## src/pds_pkg.sv

```systemverilog
/*
 Shared constants and types of the program/data space access unit:
 register offsets, field positions, reset values, fixed data-space map,
 request and response carriers and the controller state encoding.
 Assumes one 100 MHz clock and an APB master with 32-bit data.
*/
package pds_pkg;

    ////////////////////////////////////////////////////////////////////////
    // apb register map (byte addresses)
    localparam logic [11:0] OFS_CORE_CTRL = 12'h000;
    localparam logic [11:0] OFS_WIN_PAGE = 12'h004;
    localparam logic [11:0] OFS_TBL_PAGE = 12'h008;
    localparam logic [11:0] OFS_STATUS = 12'h00C;
    localparam logic [11:0] OFS_MOD_START = 12'h010;
    localparam logic [11:0] OFS_MOD_END = 12'h014;

    // core control fields
    localparam int CTRL_WIN_EN_BIT = 0;
    localparam int CTRL_MOD_X_BIT = 1;
    localparam int CTRL_MOD_Y_BIT = 2;
    localparam int CTRL_W = 3;

    // reset values
    localparam logic [2:0] CTRL_RST = 3'h0;
    localparam logic [7:0] WIN_PAGE_RST = 8'h00;
    localparam logic [7:0] TBL_PAGE_RST = 8'h00;
    localparam logic [15:0] MOD_START_RST = 16'h0000;
    localparam logic [15:0] MOD_END_RST = 16'h0000;

    ////////////////////////////////////////////////////////////////////////
    // fixed data-space map; the x/y boundary is wired, not programmable
    localparam logic [15:0] Y_BASE = 16'h1800;
    localparam logic [15:0] Y_END = 16'h27FF;
    localparam logic [15:0] IMPL_END = 16'h27FF;
    localparam int EA_MSB = 15;
    localparam int WIN_LOW_BITS = 15;
    // bit-reversed span: address bits [BR_BITS:1] are reversed
    localparam int BR_BITS = 4;
    // program word stride in address units
    localparam logic [23:0] PC_STEP = 24'h000002;

    // window penalties in cycles
    localparam logic [1:0] PEN_NONE = 2'h0;
    localparam logic [1:0] PEN_ONE = 2'h1;
    localparam logic [1:0] PEN_TWO = 2'h2;

    ////////////////////////////////////////////////////////////////////////
    typedef enum logic [2:0] {
        OP_READ = 3'h0,
        OP_WRITE = 3'h1,
        OP_TBL_RD_LO = 3'h2,
        OP_TBL_RD_HI = 3'h3,
        OP_DUAL = 3'h4
    } pds_op_e;

    typedef enum logic [1:0] {
        CLS_MAC_PREFETCH = 2'h0,
        CLS_MOVE = 2'h1,
        CLS_DOUBLE_MOVE = 2'h2,
        CLS_OTHER = 2'h3
    } pds_cls_e;

    typedef enum logic [3:0] {
        ST_IDLE = 4'b0001,
        ST_WAIT = 4'b0010,
        ST_CAPTURE = 4'b0100,
        ST_STALL = 4'b1000
    } pds_state_e;

    typedef struct packed {
        pds_op_e op;
        logic is_byte;
        pds_cls_e cls;
        logic in_repeat;
        logic repeat_edge;
        logic bit_rev;
        logic [15:0] ea_x;
        logic [15:0] ea_y;
        logic [15:0] wdata;
    } pds_req_s;

    typedef struct packed {
        logic [15:0] x_data;
        logic [15:0] y_data;
    } pds_rsp_s;

    typedef struct packed {
        pds_state_e state;
        pds_req_s req;
        logic [1:0] pen;
        logic [1:0] last_pen;
        logic redirect;
        logic x_inv;
        logic y_inv;
        logic busy;
        logic pm_rd;
        logic [23:0] pm_addr;
        logic xr_rd;
        logic [15:0] xr_addr;
        logic yr_rd;
        logic [15:0] yr_addr;
        logic xw_wr;
        logic [15:0] xw_addr;
        logic [15:0] xw_data;
        logic [1:0] xw_be;
        logic rsp_valid;
        pds_rsp_s rsp;
        logic [2:0] ctrl;
        logic [7:0] win_page;
        logic [7:0] tbl_page;
        logic [15:0] mod_start;
        logic [15:0] mod_end;
        logic pready;
        logic [31:0] prdata;
        logic pslverr;
    } pds_st_s;

endpackage

```

## src/pds_access.sv

```systemverilog
/*
 Program/data space access unit: table reads of 24-bit program words,
 the data-space window onto a program page, x/y routing for dual fetches,
 and its APB register file.
 Assumes program memory, x memory and y memory answer a read strobe with
 data in the following cycle, and that the core waits for the answer.
*/
// Implementation choices: the APB interface to the registers and the placing of the registers.
// Functional notes
// - 24-bit program words, address steps by two
// - word low table read returns bits 15:0
// - byte low table read picks byte by select
// - word high table read, upper byte zero
// - byte high read, select one gives zero
// - redirect only if ea msb and enabled
// - window address from page and ea 14:0
// - window reads return low 16 bits
// - no window redirect during table accesses
// - outside repeat, window adds one or two
// - inside repeat, edges add two, else none
// - all writes go over x write bus
// - bit reverse on x writes, modulo both
// - dual fetch: y pointers y only, x x
// - invalid or cross-space reads return zero
// - 16-bit byte ea, upper half is x
// - x/y boundary fixed in hardware
// - 16-bit data path, byte-addressable words
// - table page bit 7 selects configuration
module pds_access
    import pds_pkg::*;
(
    input wire logic REF_CLK,
    input wire logic SRST,
    input wire logic PSEL,
    input wire logic PENABLE,
    input wire logic PWRITE,
    input wire logic [11:0] PADDR,
    input wire logic [31:0] PWDATA,
    output logic [31:0] PRDATA,
    output logic PREADY,
    output logic PSLVERR,
    input wire logic REQ_VALID,
    input wire pds_pkg::pds_req_s REQ,
    output logic BUSY,
    output logic RSP_VALID,
    output pds_pkg::pds_rsp_s RSP,
    output logic PM_RD,
    output logic [23:0] PM_ADDR,
    input wire logic [23:0] PM_RDATA,
    output logic XR_RD,
    output logic [15:0] XR_ADDR,
    input wire logic [15:0] XR_RDATA,
    output logic YR_RD,
    output logic [15:0] YR_ADDR,
    input wire logic [15:0] YR_RDATA,
    output logic XW_WR,
    output logic [15:0] XW_ADDR,
    output logic [15:0] XW_DATA,
    output logic [1:0] XW_BE
);
    import pds_pkg::*;

    ////////////////////////////////////////////////////////////////////////
    // address helpers

    // boundary comes from fixed constants only
    function automatic logic in_y(input logic [15:0] a);
        in_y = (a >= Y_BASE) && (a <= Y_END);
    endfunction

    function automatic logic implemented(input logic [15:0] a);
        implemented = (a <= IMPL_END);
    endfunction

    // circular buffer wrap between start and end (word steps)
    function automatic logic [15:0] wrap(input logic [15:0] a, input logic en,
                                         input logic [15:0] s, input logic [15:0] e);
        logic [15:0] len;
        len = 16'(e - s + 16'h0002);
        if (en && (a > e))
            wrap = 16'(a - len);
        else if (en && (a < s))
            wrap = 16'(a + len);
        else
            wrap = a;
    endfunction

    function automatic logic [15:0] bit_reverse(input logic [15:0] a);
        logic [15:0] b;
        b = a;
        for (int i = 1; i <= BR_BITS; i++)
            b[i] = a[BR_BITS + 1 - i];
        bit_reverse = b;
    endfunction

    function automatic logic [1:0] penalty(input pds_req_s q);
        if (q.in_repeat)
            penalty = q.repeat_edge ? PEN_TWO : PEN_NONE;
        else if (q.cls == CLS_OTHER)
            penalty = PEN_TWO;
        else
            penalty = PEN_ONE;
    endfunction

    // byte lane taken from ea bit 0
    function automatic logic [15:0] pick_byte(input logic [15:0] w, input logic sel);
        pick_byte = {8'h00, sel ? w[15:8] : w[7:0]};
    endfunction

    function automatic logic [15:0] table_format(input pds_req_s q, input logic [23:0] p);
        logic [15:0] d;
        d = 16'h0000;
        if (q.op == OP_TBL_RD_LO)
        begin
            // low word or one of its bytes
            d = q.is_byte ? pick_byte(p[15:0], q.ea_x[0]) : p[15:0];
        end
        else
        begin
            // high byte, phantom byte reads zero
            d = (q.is_byte && q.ea_x[0]) ? 16'h0000 : {8'h00, p[23:16]};
        end
        table_format = d;
    endfunction

    ////////////////////////////////////////////////////////////////////////
    pds_st_s r;
    pds_st_s n;
    pds_req_s q;
    logic win_hit;
    logic [15:0] word_x;
    logic apb_setup;
    logic apb_write;

    always_comb
    begin
        n = r;
        n.pm_rd = 1'b0;
        n.xr_rd = 1'b0;
        n.yr_rd = 1'b0;
        n.xw_wr = 1'b0;
        n.rsp_valid = 1'b0;

        q = REQ;
        q.ea_x = wrap(REQ.ea_x, r.ctrl[CTRL_MOD_X_BIT], r.mod_start, r.mod_end);
        q.ea_y = wrap(REQ.ea_y, r.ctrl[CTRL_MOD_Y_BIT], r.mod_start, r.mod_end);
        // redirect needs ea msb and the enable bit
        win_hit = q.ea_x[EA_MSB] && r.ctrl[CTRL_WIN_EN_BIT];
        word_x = 16'h0000;

        case (r.state)
            ST_IDLE:
            begin
                if (REQ_VALID)
                begin
                    n.req = q;
                    n.busy = 1'b1;
                    n.state = ST_WAIT;
                    n.redirect = 1'b0;
                    n.x_inv = 1'b0;
                    n.y_inv = 1'b1;
                    n.pen = PEN_NONE;
                    case (q.op)
                        OP_TBL_RD_LO, OP_TBL_RD_HI:
                        begin
                            // table page supplies bits 23:16, window ignored
                            n.pm_rd = 1'b1;
                            n.pm_addr = {r.tbl_page, q.ea_x};
                        end
                        OP_WRITE:
                        begin
                            // single write path, bit reverse on x writes
                            n.xw_wr = 1'b1;
                            n.xw_addr = q.bit_rev ? bit_reverse(q.ea_x) : q.ea_x;
                            n.xw_data = q.is_byte ? {2{q.wdata[7:0]}} : q.wdata;
                            n.xw_be = q.is_byte ? (q.ea_x[0] ? 2'b10 : 2'b01) : 2'b11;
                        end
                        default:
                        begin
                            if (win_hit)
                            begin
                                // page over ea 14:0, bit 23 clear
                                n.pm_rd = 1'b1;
                                n.pm_addr = {1'b0, r.win_page, q.ea_x[WIN_LOW_BITS - 1:0]};
                                n.redirect = 1'b1;
                                n.pen = penalty(q);
                            end
                            // upper half is x, x pointers avoid y
                            else if (implemented(q.ea_x) && !(q.op == OP_DUAL && in_y(q.ea_x)))
                            begin
                                n.xr_rd = 1'b1;
                                n.xr_addr = q.ea_x;
                            end
                            else
                            begin
                                n.x_inv = 1'b1;
                            end
                            // y pointers address y space only, read only
                            if (q.op == OP_DUAL && in_y(q.ea_y))
                            begin
                                n.yr_rd = 1'b1;
                                n.yr_addr = q.ea_y;
                                n.y_inv = 1'b0;
                            end
                        end
                    endcase
                end
            end
            ST_WAIT:
            begin
                n.state = ST_CAPTURE;
            end
            ST_CAPTURE:
            begin
                if (r.req.op == OP_TBL_RD_LO || r.req.op == OP_TBL_RD_HI)
                    word_x = table_format(r.req, PM_RDATA);
                // window keeps the low 16 bits only
                else if (r.redirect)
                    word_x = PM_RDATA[15:0];
                else
                    word_x = XR_RDATA;
                // byte reads use one word lane
                if (r.req.op == OP_READ && r.req.is_byte)
                    word_x = pick_byte(word_x, r.req.ea_x[0]);
                n.rsp.x_data = (r.x_inv || r.req.op == OP_WRITE) ? 16'h0000 : word_x;
                n.rsp.y_data = r.y_inv ? 16'h0000 : YR_RDATA;
                n.last_pen = r.pen;
                if (r.pen == PEN_NONE)
                begin
                    n.state = ST_IDLE;
                    n.busy = 1'b0;
                    n.rsp_valid = 1'b1;
                end
                else
                begin
                    n.state = ST_STALL;
                end
            end
            ST_STALL:
            begin
                // extra cycles for the second program fetch
                n.pen = 2'(r.pen - PEN_ONE);
                if (r.pen == PEN_ONE)
                begin
                    n.state = ST_IDLE;
                    n.busy = 1'b0;
                    n.rsp_valid = 1'b1;
                end
            end
            default:
            begin
                n.state = ST_IDLE;
                n.busy = 1'b0;
            end
        endcase

        ////////////////////////////////////////////////////////////////////
        // apb slave: no wait states, ready in the first access cycle
        apb_setup = PSEL && !PENABLE;
        apb_write = PSEL && PENABLE && r.pready && PWRITE;
        n.pready = apb_setup;
        if (apb_setup)
        begin
            n.pslverr = 1'b0;
            n.prdata = 32'h00000000;
            case (PADDR)
                OFS_CORE_CTRL: n.prdata = {29'h0, r.ctrl};
                OFS_WIN_PAGE: n.prdata = {24'h0, r.win_page};
                OFS_TBL_PAGE: n.prdata = {24'h0, r.tbl_page};
                OFS_STATUS: n.prdata = {26'h0, r.last_pen, r.y_inv, r.x_inv, r.redirect, r.busy};
                OFS_MOD_START: n.prdata = {16'h0, r.mod_start};
                OFS_MOD_END: n.prdata = {16'h0, r.mod_end};
                default: n.pslverr = 1'b1;
            endcase
            if (PWRITE)
                n.prdata = 32'h00000000;
        end
        if (apb_write)
        begin
            case (PADDR)
                OFS_CORE_CTRL: n.ctrl = PWDATA[CTRL_W - 1:0];
                OFS_WIN_PAGE: n.win_page = PWDATA[7:0];
                OFS_TBL_PAGE: n.tbl_page = PWDATA[7:0];
                OFS_MOD_START: n.mod_start = {PWDATA[15:1], 1'b0};
                OFS_MOD_END: n.mod_end = {PWDATA[15:1], 1'b0};
                default: n.ctrl = r.ctrl;
            endcase
        end
    end

    always_ff @(posedge REF_CLK)
    begin
        if (SRST)
        begin
            r <= '0;
            r.state <= ST_IDLE;
            r.ctrl <= CTRL_RST;
            r.win_page <= WIN_PAGE_RST;
            r.tbl_page <= TBL_PAGE_RST;
            r.mod_start <= MOD_START_RST;
            r.mod_end <= MOD_END_RST;
        end
        else
        begin
            r <= n;
        end
    end

    ////////////////////////////////////////////////////////////////////////
    assign PRDATA = r.prdata;
    assign PREADY = r.pready;
    assign PSLVERR = r.pslverr;
    assign BUSY = r.busy;
    assign RSP_VALID = r.rsp_valid;
    assign RSP = r.rsp;
    assign PM_RD = r.pm_rd;
    assign PM_ADDR = r.pm_addr;
    assign XR_RD = r.xr_rd;
    assign XR_ADDR = r.xr_addr;
    assign YR_RD = r.yr_rd;
    assign YR_ADDR = r.yr_addr;
    assign XW_WR = r.xw_wr;
    assign XW_ADDR = r.xw_addr;
    assign XW_DATA = r.xw_data;
    assign XW_BE = r.xw_be;

endmodule // pds_access

```

## config.mk

```make
export PLATFORM = sky130hd
export DESIGN_NAME = pds_access
export DESIGN_NICKNAME = d
export VERILOG_FILES = /design/src/pds_pkg.sv /design/src/pds_access.sv
export SDC_FILE = /design/constraint.sdc
export NUM_CORES = 1
export LEC_CHECK = 0
export ABC_AREA = 1
export BUFFER_PORTS_ARGS = -buffer_cell sky130_fd_sc_hd__buf_4
export CORE_MARGIN = 2
export CORE_UTILIZATION = 30
export DETAILED_ROUTE_END_ITERATION = 8
export HOLD_SLACK_MARGIN = 0.06
export PLACE_DENSITY = 0.48
export SLEW_MARGIN = 20
export SYNTH_ARGS = -nofsm -noshare
export SYNTH_HDL_FRONTEND = slang
export SYNTH_SLANG_ARGS = --single-unit
```

## constraint.sdc

```tcl
create_clock -name REF_CLK -period 4.51 [get_ports REF_CLK]
set_input_delay 0.451 -clock REF_CLK [delete_from_list [all_inputs] [get_ports REF_CLK]]
set_output_delay 0.451 -clock REF_CLK [all_outputs]
set_load 0.02 [all_outputs]
```

==> out/qor.txt <==
area of the multi-input gates: 10200 um2
Setup Skew: 0.0264 ns
Area Overhead vs Synth: 30.0%
Post-synth EDFFs: 0
via count of the routed design: 16300
Die Height: 237 um
H-tree lvl count: 1
sequential area share after synthesis: 26.0%
Yosys reg bits: 211
Synth async-reset ratio: 0%
pwr dens: 236 nW/um2
crit-path max FO: 6
library cells used by synthesis: 56
grt total ovfl: 0
Filler cells: 5756
First-pass DRT Iterations: 5
startpoint types: flop
Leak Pwr: 0.00970 uW
Setup Viol. Count Final: 0
I/O Buffers: 292
global-route wire length before repair: 90700 um
Mapped Area: 16200 um2
share of cells above drive strength 1: 28.7%
CTS tree: done
CTS Sinks: 211
pre-CTS WS: -0.269 ns
hold_buf cts: 0
die area: 55900 um2
CTS Buffer Depth: 3
DRT antenna net count: 0
Worst-Margin Slew: 0.975 ns
Synth Warn #: 0
initial antenna violation count: 0
vias per cell: 4.81
maximum VDD drop: 0.000269 V
Final Hold Vio Count: 0
hold crit path type: input pin to flop
core area: 53600 um2
Setup CP Type: flop to flop
crit share post-route: 94.2%
Req. time, crit path: 4.99 ns
Antenna diodes: 0
syn avg cell area: 6.85 um2
placed cell count: 3325
fin crit period: 4.25 ns
fin worst setup slack: 0.262 ns
unrepaired setup endpoints after global routing: yes
final max-slew violation count: 0
Num CTS Buffers: 27
layout net count: 2986
largest net degree at the start of global routing: 114
first-iteration detailed-routing DRC count: 956
DP Wirelength: 48100 um
Detailed Route WL: 59700 um
total track usage: 20.5%
Fmax achieved: 0.235 GHz
Root Buffer Master: clkbuf_16
max_cap viols: 0
worst endpoint data arrival time: 4.73 ns
slowest CP cell: ha_1
worst skew pair latency: 0.57 ns
Critical Path End Type: flop
Routed wire per std cell: 17.6 um
outcome: finished, final reports clean
Final Non-Filler Cells: 3387
Worst path max stage delay: 0.34 ns
initial core utilization: 30.3%
drt drc: 0
Ports: 325
site row count: 85
vias in the first global route: 15900
Final Wtd Congestion: 0.918
Reg area: 4230 um2
Clock Pin Slew Worst Setup and Hold Paths: 0.06 ns
slew margin rel.: 34.8%
Die Wd: 237 um
critical path's most frequent cell: buf_4
dominant synthesized flop cell: dfxtp_1
gate count of the mapped netlist: 2369
[worst paths after layout]
kind              slack (ns)                      from                       end  cells after the start
setup / recovery        0.26        r[53]$_SDFFE_PP0P_   YR_ADDR[7]$_SDFFE_PP0P_                     28
hold / removal          0.14                 PWDATA[0]        r[66]$_SDFFE_PP0P_                      3
setup reg to reg        0.26        r[53]$_SDFFE_PP0P_   YR_ADDR[7]$_SDFFE_PP0P_                     28
hold reg to reg         0.44  YR_ADDR[15]$_SDFFE_PP0P_  YR_ADDR[15]$_SDFFE_PP0P_                      2
[synth_stat cells, types with 10 or more instances]
master    count  area, um2
o21bai_1     10       75.1
ha_1        148       1850
o22ai_1      26        163
nor2_1      221        830
buf_2        12       60.1
nand2_2      10       62.6
o211ai_1     39        293
dfxtp_1     211       4220
nand2_1     455       1710
a21oi_2      13        114
nor2_2       22        138
clkbuf_1     53        199
nor3_1       16       80.1
nand4_1      21        131
inv_1       253        950
buf_6        11        124
inv_2        12       45.0
buf_4       162       1220
o21ai_1      10       50.1
nand3_1     119        596
o21ai_0     160        801
xor2_1       43        377
a31oi_1      18        113
a21oi_1     229       1150
[where the power goes]
part	total, uW	switching [uW]	internal, uW	leakage, uW
Clock	2130	886	1240	0.000437
Combinational	933	560	373	0.00755
Sequential	1920	23.6	1900	0.00171
[metal layers]
metal	vias to the layer above	share of wire, %	GRT usage [%]
met5	-	0	0
li1	8265	-	-
met2	410	48	35.7
met4	0	2.2	5.10
met1	7553	45	26.6
met3	69	5.0	2.98
[worst max-delay path: cells and delay by family (launching register included)]
kind            cells  cell delay [ns]
fa+ha+maj           3             0.81
simple gates       11             1.08
compound gates      5             0.85
flops               1             0.32
xor+xnor            1             0.14
buf+inv             8             0.96
[stage by stage]
step | util (%) | power (uW) | instance area (um2) | setup TNS [ns] | hold WS, ns
5_1_grt | 39.3 | 5220 | 21100 | -0.157 | 0.134
6_report | 39.3 | 4990 | 21100 | 0 | 0.145
4_1_cts | 38.1 | 5010 | 20400 | 0 | 0.117
2_1_floorplan | - | 2470 | 16300 | 0 | 0.425
3_5_place_dp | 36.0 | 2850 | 19300 | -7.70 | 0.437
3_3_place_gp | 36.0 | 2840 | 19300 | -7.09 | 0.441
[sequential cells by signal, indices dropped and copies added (netlist names)]
name,count
XW_ADDR,16
YR_ADDR,16
XR_ADDR,16
PSLVERR,1
PREADY,1
XW_DATA,16
XW_WR,1
RSP,32
XR_RD,1
YR_RD,1
r,65
PM_ADDR,24
BUSY,1
XW_BE,2
PM_RD,1
PRDATA,16
RSP_VALID,1
[repair_timing]
action | in CTS | in global routing
gates resized for setup | 37 | 137
pin swaps | 17 | 58
endpoints found under the setup margin | 62 | 66
setup buffers | 3 | 8
cloned | 0 | 1
[placed cells by master (no fill, tap or decap), types with 6 or more instances in the layout]
cell	count
o22ai_1	26
ha_4	25
dfxtp_2	6
o211ai_1	39
a21oi_1	216
conb_1	16
dfxtp_1	205
o21ai_1	10
buf_12	6
a211oi_1	9
a21oi_2	24
nand2_2	24
clkbuf_16	27
o311ai_0	8
nor2_4	7
buf_6	10
inv_2	24
nand3_2	18
nor3_2	6
nor2_2	36
nand4_1	21
clkinv_2	8
nand2_1	437
nand2_4	7
xor2_2	6
nand3_1	108
xor2_1	37
inv_1	236
buf_4	482
nor2_1	203
nor3_1	13
a31oi_1	15
ha_2	6
ha_1	117
o21ai_0	158
[cells by family (layout without fill, tap and decap cells)]
kind of cell             Yosys count  in the layout  synth area share [%]
flip-flops                       211            211                  26.0
AO/OA/AOI/OAI                    542            542                  18.9
other                              1             16                0.0231
XOR/XNOR                          49             49                  2.69
AND/OR/NAND/NOR                  904            904                  24.4
buffers and inverters            511            818                  16.2
adder cells (fa/ha/maj)          151            151                  11.8
[area by class of cell]
cell class	instances	share of cell area [%]
clock inverters	12	0.528
multi-input cells	1662	48.4
flip-flops and latches	211	20.1
clock buffers	36	3.60
repair buffers	500	18.4
inverters	270	4.86
well taps	696	4.13
No activity file was read; power rests on OpenSTA's default activity.
